--- config.mk ---
export PLATFORM = sky130hd
export DESIGN_NAME = cmp_config_regs
export DESIGN_NICKNAME = d
export VERILOG_FILES = /design/src/cmp_cfg_pkg.sv /design/src/cmp_config_regs.sv /design/src/cmp_agree_filter.sv
export SDC_FILE = /design/constraint.sdc
export NUM_CORES = 1
export LEC_CHECK = 0
export BUFFER_PORTS_ARGS = -buffer_cell sky130_fd_sc_hd__buf_2
export CAP_MARGIN = 20
export CORE_MARGIN = 8
export CORE_UTILIZATION = 50
export CTS_CLUSTER_DIAMETER = 80
export CTS_CLUSTER_SIZE = 12
export DETAILED_ROUTE_END_ITERATION = 16
export GPL_TIMING_DRIVEN = 0
export MAX_ROUTING_LAYER = met4
export PLACE_DENSITY = 0.77
export SETUP_SLACK_MARGIN = 0.5
export SLEW_MARGIN = 40
export SYNTH_ARGS = -nofsm -noshare
export SYNTH_HDL_FRONTEND = slang
export SYNTH_SLANG_ARGS = --single-unit
--- constraint.sdc ---
create_clock -name clk -period 3 [get_ports clk]
set_input_delay 0.3 -clock clk [delete_from_list [all_inputs] [get_ports clk]]
set_output_delay 0.3 -clock clk [all_outputs]
set_load 0.01 [all_outputs]
--- src/cmp_cfg_pkg.sv ---
// Purpose: Constants for the comparator configuration register bank
// Assumes: Byte-wide registers on a plain strobe port
// Notes: Offsets are register indices
package cmp_cfg_pkg;
  localparam logic [7:0] CFG_ZERO_ADDR = 8'h00;
  localparam logic [7:0] CFG_ONE_ADDR = 8'h01;
  localparam logic [7:0] CFG_ZERO_RST = 8'h00;
  localparam logic [7:0] CFG_ONE_RST = 8'h00;
  localparam logic [7:0] CFG_ZERO_WMASK = 8'h73;
  localparam int CNT_LSB = 4;
  localparam int CNT_MSB = 6;
  localparam int HYST_LSB = 0;
  localparam int HYST_MSB = 1;
  localparam int SAMP_BIT = 7;
  localparam int WIN_BIT = 6;
  localparam int TRIG_BIT = 5;
  localparam int SPEED_BIT = 4;
  localparam int FLIP_BIT = 3;
  localparam int SEL_BIT = 2;
  localparam int PIN_BIT = 1;
  localparam int EN_BIT = 0;
  localparam logic [2:0] CNT_OFF = 3'h0;
  localparam logic [2:0] CNT_ONE = 3'h1;
endpackage

--- src/cmp_config_regs.sv ---
// Purpose: Two configuration registers and digital output path of a comparator
// Assumes: Bus strobes and timer trigger are synchronous to clk
// Notes: Filter samples every clock, or on sample_in in sampling mode
`timescale 1ns/100ps
`default_nettype none
// Behaviour
// Codes five to seven need that many agreeing samples
// Count one samples; zero bypasses filter; in sampling mode the code holds the filtered output at zero instead
// Config zero bits three, two read zero
// Two-bit hysteresis level drives analog comparator
// Bit seven selects sampling mode
// Bit six selects windowing mode
// Software never sets sampling and windowing together
// Bit five enables triggered compare mode
// Software enables comparator and ladder for trigger
// Standby until timer trigger enables each compare; code stays active after the first trigger until bit five or bit zero clears
// Bit four chooses low or high speed
// Bit three selects result polarity
// Adjusted result reaches pin and status bit
// Polarity clear leaves output uninverted
// Polarity set inverts output
// Bit zero enables comparator, else off
// Registers reset zero, read back on bus
module cmp_config_regs
  import cmp_cfg_pkg::*;
(
  input wire logic clk,
  input wire logic nrst,
  input wire logic [7:0] addr,
  input wire logic [7:0] wdata,
  input wire logic wr,
  input wire logic rd,
  output logic [7:0] rdata,
  input wire logic analog_comparator,
  input wire logic window_in,
  input wire logic sample_in,
  input wire logic timer_trigger,
  output logic [1:0] hysteresis_level_select,
  output logic high_speed_compare,
  output logic comparator_power_on,
  output logic ladder_power_on,
  output logic filtered_compare_out,
  output logic raw_compare_out,
  output logic compare_pin_out,
  output logic compare_pin_oe
);
  typedef struct packed {
    logic [7:0] cfg0;
    logic [7:0] cfg1;
    logic [7:0] rdata;
    logic standby_done;
    logic raw;
    logic fout;
    logic pin;
    logic pin_oe;
    logic pwr;
  } regs_s;
  regs_s s_r;
  regs_s s_nxt;
  logic flipped;
  logic filt_out;
  logic [2:0] filter_agree_count;
  logic sampling_clocked_mode;
  logic window_mode;
  logic triggered_compare_mode;
  logic output_polarity_flip;
  logic output_pin_drive;
  logic comp_enable;
  logic compare_active;
  logic sample_tick;
  logic filt_bypass;
  logic fout_next;

  function automatic logic [7:0] read_mux(input logic [7:0] a, input logic [7:0] c0,
                                          input logic [7:0] c1);
    logic [7:0] v;
    v = 8'h00;
    if (a == CFG_ZERO_ADDR)
      v = c0 & CFG_ZERO_WMASK;
    else if (a == CFG_ONE_ADDR)
      v = c1;
    return v;
  endfunction

  assign filter_agree_count = s_r.cfg0[CNT_MSB:CNT_LSB];
  assign sampling_clocked_mode = s_r.cfg1[SAMP_BIT];
  assign window_mode = s_r.cfg1[WIN_BIT];
  assign triggered_compare_mode = s_r.cfg1[TRIG_BIT];
  assign output_polarity_flip = s_r.cfg1[FLIP_BIT];
  assign output_pin_drive = s_r.cfg1[PIN_BIT];
  assign comp_enable = s_r.cfg1[EN_BIT];
  // Trigger mode holds the compare in standby until the timer fires
  assign compare_active = comp_enable && (!triggered_compare_mode || s_r.standby_done);
  // Inversion ahead of window and filter
  assign flipped = output_polarity_flip ? ~analog_comparator : analog_comparator;
  assign sample_tick = sampling_clocked_mode ? sample_in : 1'b1;
  assign filt_bypass = (filter_agree_count == CNT_OFF);

  cmp_agree_filter u_filter (
    .clk(clk),
    .nrst(nrst),
    .sample_tick(sample_tick),
    .din(s_r.raw),
    .agree_count(filter_agree_count),
    .dout(filt_out)
  );

  always_comb
  begin
    s_nxt = s_r;
    s_nxt.rdata = 8'h00;
    if (wr && addr == CFG_ZERO_ADDR)
      s_nxt.cfg0 = wdata & CFG_ZERO_WMASK;
    if (wr && addr == CFG_ONE_ADDR)
      s_nxt.cfg1 = wdata;
    if (rd)
      s_nxt.rdata = read_mux(addr, s_r.cfg0, s_r.cfg1);
    if (!triggered_compare_mode || !comp_enable)
      s_nxt.standby_done = 1'b0;
    else if (timer_trigger)
      s_nxt.standby_done = 1'b1;
    s_nxt.pwr = compare_active;
    if (!compare_active)
      s_nxt.raw = s_r.raw;
    else if (!window_mode || window_in)
      s_nxt.raw = flipped;
    if (filt_bypass)
      fout_next = sampling_clocked_mode ? 1'b0 : s_nxt.raw;
    else
      fout_next = filt_out;
    s_nxt.fout = fout_next;
    s_nxt.pin = s_r.cfg1[SEL_BIT] ? s_r.raw : s_r.fout;
    s_nxt.pin_oe = output_pin_drive;
  end

  always_ff @(posedge clk or negedge nrst)
  begin
    if (!nrst)
    begin
      s_r <= '0;
      s_r.cfg0 <= CFG_ZERO_RST;
      s_r.cfg1 <= CFG_ONE_RST;
    end
    else
      s_r <= s_nxt;
  end

  assign rdata = s_r.rdata;
  assign hysteresis_level_select = s_r.cfg0[HYST_MSB:HYST_LSB];
  assign high_speed_compare = s_r.cfg1[SPEED_BIT];
  assign comparator_power_on = s_r.pwr;
  assign ladder_power_on = s_r.pwr;
  assign filtered_compare_out = s_r.fout;
  assign raw_compare_out = s_r.raw;
  assign compare_pin_out = s_r.pin;
  assign compare_pin_oe = s_r.pin_oe;

  property p_reserved_zero;
    @(posedge clk) disable iff (!nrst)
      rd && addr == CFG_ZERO_ADDR |=> rdata[3:2] == 2'b00;
  endproperty
  a_reserved_zero: assert property (p_reserved_zero) else $error("reserved bits nonzero");

  property p_readback;
    @(posedge clk) disable iff (!nrst)
      wr && addr == CFG_ONE_ADDR ##1 rd && addr == CFG_ONE_ADDR |=> rdata == $past(wdata, 2);
  endproperty
  a_readback: assert property (p_readback) else $error("config one readback wrong");

  property p_hyst;
    @(posedge clk) disable iff (!nrst)
      wr && addr == CFG_ZERO_ADDR |=> hysteresis_level_select == $past(wdata[1:0]);
  endproperty
  a_hyst: assert property (p_hyst) else $error("hysteresis not applied");

  property p_speed;
    @(posedge clk) disable iff (!nrst)
      wr && addr == CFG_ONE_ADDR |=> high_speed_compare == $past(wdata[4]);
  endproperty
  a_speed: assert property (p_speed) else $error("speed choice wrong");

  property p_off;
    @(posedge clk) disable iff (!nrst)
      !comp_enable |=> !comparator_power_on;
  endproperty
  a_off: assert property (p_off) else $error("comparator powered while disabled");

  property p_standby;
    @(posedge clk) disable iff (!nrst)
      comp_enable && triggered_compare_mode && !s_r.standby_done && !timer_trigger
        |=> !comparator_power_on;
  endproperty
  a_standby: assert property (p_standby) else $error("left standby without trigger");

  property p_polarity;
    @(posedge clk) disable iff (!nrst)
      compare_active && !window_mode |=> raw_compare_out == $past(flipped);
  endproperty
  a_polarity: assert property (p_polarity) else $error("polarity path wrong");

  property p_bypass;
    @(posedge clk) disable iff (!nrst)
      filt_bypass && !sampling_clocked_mode |=> filtered_compare_out == raw_compare_out;
  endproperty
  a_bypass: assert property (p_bypass) else $error("bypass output differs");

  property p_pin;
    @(posedge clk) disable iff (!nrst)
      !s_r.cfg1[SEL_BIT] |=> compare_pin_out == $past(filtered_compare_out);
  endproperty
  a_pin: assert property (p_pin) else $error("pin output wrong");

  property p_filter_hold;
    @(posedge clk) disable iff (!nrst)
      filter_agree_count == 3'h7 && !sampling_clocked_mode && !filt_bypass
        && $changed(raw_compare_out) |=> ##4 filtered_compare_out == $past(filtered_compare_out, 5);
  endproperty
  a_filter_hold: assert property (p_filter_hold) else $error("filter changed too early");

  property p_cfg0_write;
    @(posedge clk) disable iff (!nrst)
      wr && addr == CFG_ZERO_ADDR |=> s_r.cfg0 == ($past(wdata) & CFG_ZERO_WMASK);
  endproperty
  a_cfg0_write: assert property (p_cfg0_write) else $error("config zero write wrong");

  property p_cfg1_write;
    @(posedge clk) disable iff (!nrst)
      wr && addr == CFG_ONE_ADDR |=> s_r.cfg1 == $past(wdata);
  endproperty
  a_cfg1_write: assert property (p_cfg1_write) else $error("config one write wrong");

  property p_cfg0_hold;
    @(posedge clk) disable iff (!nrst)
      !(wr && addr == CFG_ZERO_ADDR) |=> $stable(s_r.cfg0);
  endproperty
  a_cfg0_hold: assert property (p_cfg0_hold) else $error("config zero changed unasked");

  property p_cfg1_hold;
    @(posedge clk) disable iff (!nrst)
      !(wr && addr == CFG_ONE_ADDR) |=> $stable(s_r.cfg1);
  endproperty
  a_cfg1_hold: assert property (p_cfg1_hold) else $error("config one changed unasked");

  property p_rdata_idle;
    @(posedge clk) disable iff (!nrst)
      !rd |=> rdata == 8'h00;
  endproperty
  a_rdata_idle: assert property (p_rdata_idle) else $error("read data outside read slot");

  property p_rdata_one;
    @(posedge clk) disable iff (!nrst)
      rd && addr == CFG_ONE_ADDR |=> rdata == $past(s_r.cfg1);
  endproperty
  a_rdata_one: assert property (p_rdata_one) else $error("config one read wrong");

  property p_rdata_zero;
    @(posedge clk) disable iff (!nrst)
      rd && addr == CFG_ZERO_ADDR |=> rdata == ($past(s_r.cfg0) & CFG_ZERO_WMASK);
  endproperty
  a_rdata_zero: assert property (p_rdata_zero) else $error("config zero read wrong");

  property p_unmapped;
    @(posedge clk) disable iff (!nrst)
      rd && addr != CFG_ZERO_ADDR && addr != CFG_ONE_ADDR |=> rdata == 8'h00;
  endproperty
  a_unmapped: assert property (p_unmapped) else $error("unmapped read nonzero");

  property p_cfg0_reserved;
    @(posedge clk) disable iff (!nrst)
      1'b1 |-> s_r.cfg0[3:2] == 2'b00;
  endproperty
  a_cfg0_reserved: assert property (p_cfg0_reserved) else $error("reserved bits stored");

  property p_window_hold;
    @(posedge clk) disable iff (!nrst)
      compare_active && window_mode && !window_in |=> $stable(raw_compare_out);
  endproperty
  a_window_hold: assert property (p_window_hold) else $error("closed window sampled");

  property p_window_pass;
    @(posedge clk) disable iff (!nrst)
      compare_active && window_mode && window_in |=> raw_compare_out == $past(flipped);
  endproperty
  a_window_pass: assert property (p_window_pass) else $error("open window missed");

  property p_disabled_hold;
    @(posedge clk) disable iff (!nrst)
      !compare_active |=> $stable(raw_compare_out);
  endproperty
  a_disabled_hold: assert property (p_disabled_hold) else $error("idle compare moved");

  property p_samp_zero;
    @(posedge clk) disable iff (!nrst)
      filt_bypass && sampling_clocked_mode |=> !filtered_compare_out;
  endproperty
  a_samp_zero: assert property (p_samp_zero) else $error("bypass in sampling not zero");

  // Without a sample pulse the filter must not move in sampling mode
  property p_samp_no_tick;
    @(posedge clk) disable iff (!nrst)
      sampling_clocked_mode && !sample_in && !filt_bypass && !wr
        |=> ##1 filtered_compare_out == $past(filtered_compare_out);
  endproperty
  a_samp_no_tick: assert property (p_samp_no_tick) else $error("filter moved untimed");

  property p_pin_raw;
    @(posedge clk) disable iff (!nrst)
      s_r.cfg1[SEL_BIT] |=> compare_pin_out == $past(raw_compare_out);
  endproperty
  a_pin_raw: assert property (p_pin_raw) else $error("pin raw path wrong");

  property p_pin_oe;
    @(posedge clk) disable iff (!nrst)
      1'b1 |=> compare_pin_oe == $past(output_pin_drive);
  endproperty
  a_pin_oe: assert property (p_pin_oe) else $error("pin enable wrong");

  property p_trig_wake;
    @(posedge clk) disable iff (!nrst)
      comp_enable && triggered_compare_mode && timer_trigger && !wr |=> ##1 comparator_power_on;
  endproperty
  a_trig_wake: assert property (p_trig_wake) else $error("trigger did not wake");

  property p_trig_off;
    @(posedge clk) disable iff (!nrst)
      comp_enable && !triggered_compare_mode |=> comparator_power_on;
  endproperty
  a_trig_off: assert property (p_trig_off) else $error("enabled compare not powered");

  property p_ladder;
    @(posedge clk) disable iff (!nrst)
      1'b1 |=> ladder_power_on == $past(compare_active);
  endproperty
  a_ladder: assert property (p_ladder) else $error("ladder power wrong");

  property p_hyst_hold;
    @(posedge clk) disable iff (!nrst)
      !(wr && addr == CFG_ZERO_ADDR) |=> $stable(hysteresis_level_select);
  endproperty
  a_hyst_hold: assert property (p_hyst_hold) else $error("hysteresis changed unasked");

  property p_flip_off;
    @(posedge clk) disable iff (!nrst)
      compare_active && !window_mode && !output_polarity_flip
        |=> raw_compare_out == $past(analog_comparator);
  endproperty
  a_flip_off: assert property (p_flip_off) else $error("result inverted unasked");

  property p_flip_on;
    @(posedge clk) disable iff (!nrst)
      compare_active && !window_mode && output_polarity_flip
        |=> raw_compare_out == !$past(analog_comparator);
  endproperty
  a_flip_on: assert property (p_flip_on) else $error("result not inverted");

  property p_filtered_path;
    @(posedge clk) disable iff (!nrst)
      !filt_bypass |=> filtered_compare_out == $past(filt_out);
  endproperty
  a_filtered_path: assert property (p_filtered_path) else $error("filter output lost");
endmodule
`default_nettype wire

--- src/cmp_agree_filter.sv ---
// Purpose: Consecutive-sample agreement filter
// Assumes: sample_tick marks one filter sample
// Notes: Output changes after count equal samples differ from it
`timescale 1ns/100ps
`default_nettype none
module cmp_agree_filter
  import cmp_cfg_pkg::*;
(
  input wire logic clk,
  input wire logic nrst,
  input wire logic sample_tick,
  input wire logic din,
  input wire logic [2:0] agree_count,
  output logic dout
);
  typedef struct packed {
    logic out;
    logic cand;
    logic [2:0] run;
  } filt_s;
  filt_s s_r;
  filt_s s_nxt;
  always_comb
  begin
    s_nxt = s_r;
    if (sample_tick && agree_count != CNT_OFF)
    begin
      if (din == s_r.out)
      begin
        s_nxt.run = 3'h0;
      end
      else
      begin
        // Run restarts if the candidate level changes mid-run
        s_nxt.run = (din == s_r.cand) ? s_r.run + 3'h1 : 3'h1;
        s_nxt.cand = din;
        if (((din == s_r.cand) ? s_r.run + 3'h1 : 3'h1) >= agree_count)
        begin
          s_nxt.out = din;
          s_nxt.run = 3'h0;
        end
      end
    end
  end
  always_ff @(posedge clk or negedge nrst)
  begin
    if (!nrst)
      s_r <= '0;
    else
      s_r <= s_nxt;
  end
  assign dout = s_r.out;
endmodule
`default_nettype wire

==> results.json <==
{
  "path_class": "reg -> reg",
  "routed_via_density": 5.144,
  "ys_seq_elements": 32,
  "seq_power_share": 0.503,
  "hpwl_mm": 2.381,
  "clockBufferDepth": 2,
  "clock_latency_ns": 0.32,
  "synth_common_cells": "32 x dfrtp_1, 14 x mux2_2, 11 x buf_4, 9 x nand2_1",
  "status": "finished, final reports clean",
  "crit_path_cell_trace": "ha_1 > xor2_1 > and2_1 > ha_1 > nand2_1 > o21ai_0 > o21bai_1 > o21ai_0",
  "clk_pin_slew_ns": 0.10,
  "slowest_stage": "dfrtp_1",
  "rsz0062_at_grt": "no",
  "tns_ns": 0,
  "yosysTopAreaCellShare": 0.5289,
  "die_area_sq_um": 5045,
  "fin_skew_ns": 0.004811,
  "grt_max_degree": 33,
  "drc": 0,
  "p_per_area_nw_per_um2": 564.7,
  "ant_nets": 0,
  "port_buffers": 39,
  "ys.flop_type": "dfrtp_1",
  "wl_mm": 3.056,
  "fin_area_sq_um": 1827,
  "post_cts_buffers": 0,
  "synthCells": 128,
  "first_iter_violations": 51,
  "setup_ws_ns": 0.8709,
  "dp_cells": 200,
  "cts_made_buffers": 5,
  "h-tree-depth": 2,
  "drive_above_1_share": 0.4400,
  "ys_async_sr_fraction": 1.000,
  "path_max_fanout": 7,
  "root_buffer": "clkbuf_4",
  "r2r-start": "u_filter.s_r[0]$_DFFE_PN0P_",
  "wl_per_cell_um": 14.69,
  "p_sw_w": 0.0002872,
  "syn_area_per_cell_sq_um": 11.83,
  "startpoint_type": "flip-flop",
  "firstDrtPassIters": 4,
  "antenna_found_initial": 0,
  "period_share": 0.7097,
  "synth_edf_count": 0,
  "gp_congestion": 0.8172,
  "yosysMostFrequentCell": "dfrtp_1",
  "ir_worst_vdd_v": 0.0004012,
  "fmax_ghz": 0.4697,
  "cp.arrival_ns": 2.33,
  "cts_resized": 0,
  "cp-end-kind": "flip-flop",
  "layout.nets": 202,
  "hold_buffers": 0,
  "relSlewSlack": 0.5499,
  "ys.warnings.count": 0,
  "gr-total-overflow": 0,
  "cap_violations": 0,
  "critPathMaxStageDelay_ns": 0.47,
  "synth_nets": 156,
  "total_power_w": 0.001032,
  "seq_area_sq_um": 800.8,
  "drv_slew": 0,
  "r2r-end": "u_filter.s_r[1]$_DFFE_PN0P_",
  "ff2ff_path_depth": 8,
  "diodes": 0,
  "leakagePower_nw": 0.9827,
  "fin_cells": 208,
  "final_hold_viol_count": 0,
  "placed_area_sq_um": 1750,
  "min_period_ns": 2.129,
  "clkPwrFrac": 0.304,
  "setup_viol": 0,
  "grt_pass1_vias": 1193,
  "initial_utilization": 0.5084,
  "cts_num_sinks": 32,
  "worst_slew_pin_slew_ns": 0.6751,
  "hold_class": "in -> async",
  "tritoncts": "built",
  "placementRows": 20,
  "worst_ep_required_time_ns": 3.20,
  "die_h_um": 71.03,
  "die_w_um": 71.03,
  "synth_area_leaders": "dfrtp_1 53%, mux2_2 10%, buf_4 5.5%",
  "regToRegSetupSlack_ns": 0.87,
  "grtUsageTotal": 0.1347,
  "synth_area_sq_um": 1514,
  "synth-seq-area-share": 0.5289,
  "p_comb_frac": 0.193,
  "swShare": 0.2784,
  "io_pins": 41,
  "via_count": 1070,
  "n_fill_cell": 248,
  "ys_types": 31,
  "place_ws_ns": 0.8976,
  "multi_input_area_sq_um": 615.6,
  "yosys.area.top_type": "dfrtp_1",
  "grt_pass1_wl_mm": 5.278,
  "area_growth_pct": 20.66,
  "coreArea_sq_um": 2978,
  "internal_power_w": 0.0007443
}
## how the worst max path moves through the flow
| stage | endpoint | cells past startpoint | slack (ns) | startpoint |
|---|---|---|---|---|
| 6_report | u_filter.s_r[1]$_DFFE_PN0P_ | 8 | 0.87 | u_filter.s_r[0]$_DFFE_PN0P_ |
| 4_1_cts | u_filter.dout$_DFFE_PN0P_ | 8 | 0.87 | u_filter.s_r[0]$_DFFE_PN0P_ |
| 3_5_place_dp | u_filter.dout$_DFFE_PN0P_ | 8 | 0.90 | u_filter.s_r[0]$_DFFE_PN0P_ |
| 3_3_place_gp | u_filter.dout$_DFFE_PN0P_ | 8 | 0.95 | u_filter.s_r[0]$_DFFE_PN0P_ |
| 2_1_floorplan | u_filter.dout$_DFFE_PN0P_ | 8 | 1.09 | u_filter.s_r[0]$_DFFE_PN0P_ |
| 5_1_grt | u_filter.s_r[2]$_DFFE_PN0P_ | 8 | 0.70 | u_filter.s_r[0]$_DFFE_PN0P_ |
## per-layer routing
layer	GRT usage	vias up	wire length, um	share of wire
li1	-	533	-	-
met1	0.1376	502	1234	0.40
met2	0.2297	33	1613	0.53
met3	0.03814	2	171	0.056
met4	0.07159	0	36	0.012
met5	-	-	0	0
## flip-flops by register name, summed over array words and instances (netlist names), 2 cells and up
register / flops
s_r: 5
rdata: 8
hysteresis_level_select: 2
u_filter.s_r: 4
filter_agree_count: 3
## through the flow
step	hold slack, ns	util
finish	0.005276	0.6134
global route	0.05432	0.6134
CTS	0.02405	0.6134
detailed placement	0.3806	0.5878
global placement	0.3710	0.5878
floorplan	0.004409	-
## logic make-up (layout without fill, tap and decap cells)
group / after synthesis / after routing / synth area share
simple gates: 38 / 38 / 0.1463
flops: 32 / 32 / 0.5289
mux: 19 / 19 / 0.1372
compound gates: 17 / 17 / 0.07273
buf+inv: 15 / 62 / 0.06446
fa+ha+maj: 4 / 4 / 0.03306
xor+xnor: 3 / 3 / 0.01736
## critical path, delay by kind of cell (launching register included)
kind | cells | cell delay [ns]
DFF | 1 | 0.47
and+or+nand+nor | 2 | 0.22
adders and majority gates | 2 | 0.53
AOI/OAI and AO/OA | 3 | 0.65
xor gates and xnor gates | 1 | 0.14
## cell usage in the layout, fill, tap and decap left out, types with 2 or more instances in the layout
cell,netlist,routed
buf_2,0,39
dfrtp_1,32,32
mux2_2,14,14
buf_4,11,11
nand2_1,9,9
and2_1,7,7
nor2_1,7,7
o21ai_0,6,6
mux2i_1,5,5
clkbuf_4,0,5
ha_1,4,4
inv_1,3,3
nand2b_1,3,3
nor2b_1,3,3
xnor2_1,2,2
clkbuf_1,1,2
a31oi_1,2,2
nor3_1,2,2
a21oi_1,2,2
o31ai_1,2,2
## area by class of cell
class,count,area share
multi-input combinational,81,0.3370
clock inverter,2,0.01918
sequential,32,0.4384
timing repair buffer,39,0.1068
inverter,3,0.006164
tap,33,0.02260
clock buffer,6,0.02260
buffer,12,0.04726
## power by group through the flow
stage	sequential (W)	combinational [W]	clock [W]
floorplan	0.000526	0.000117	0
global placement	0.000522	0.000192	0
detailed placement	0.000527	0.000201	0
CTS	0.000519	0.000202	0.000320
global route	0.000528	0.000224	0.000344
finish	0.000519	0.000199	0.000313
Power figures use the tool's default switching activity.
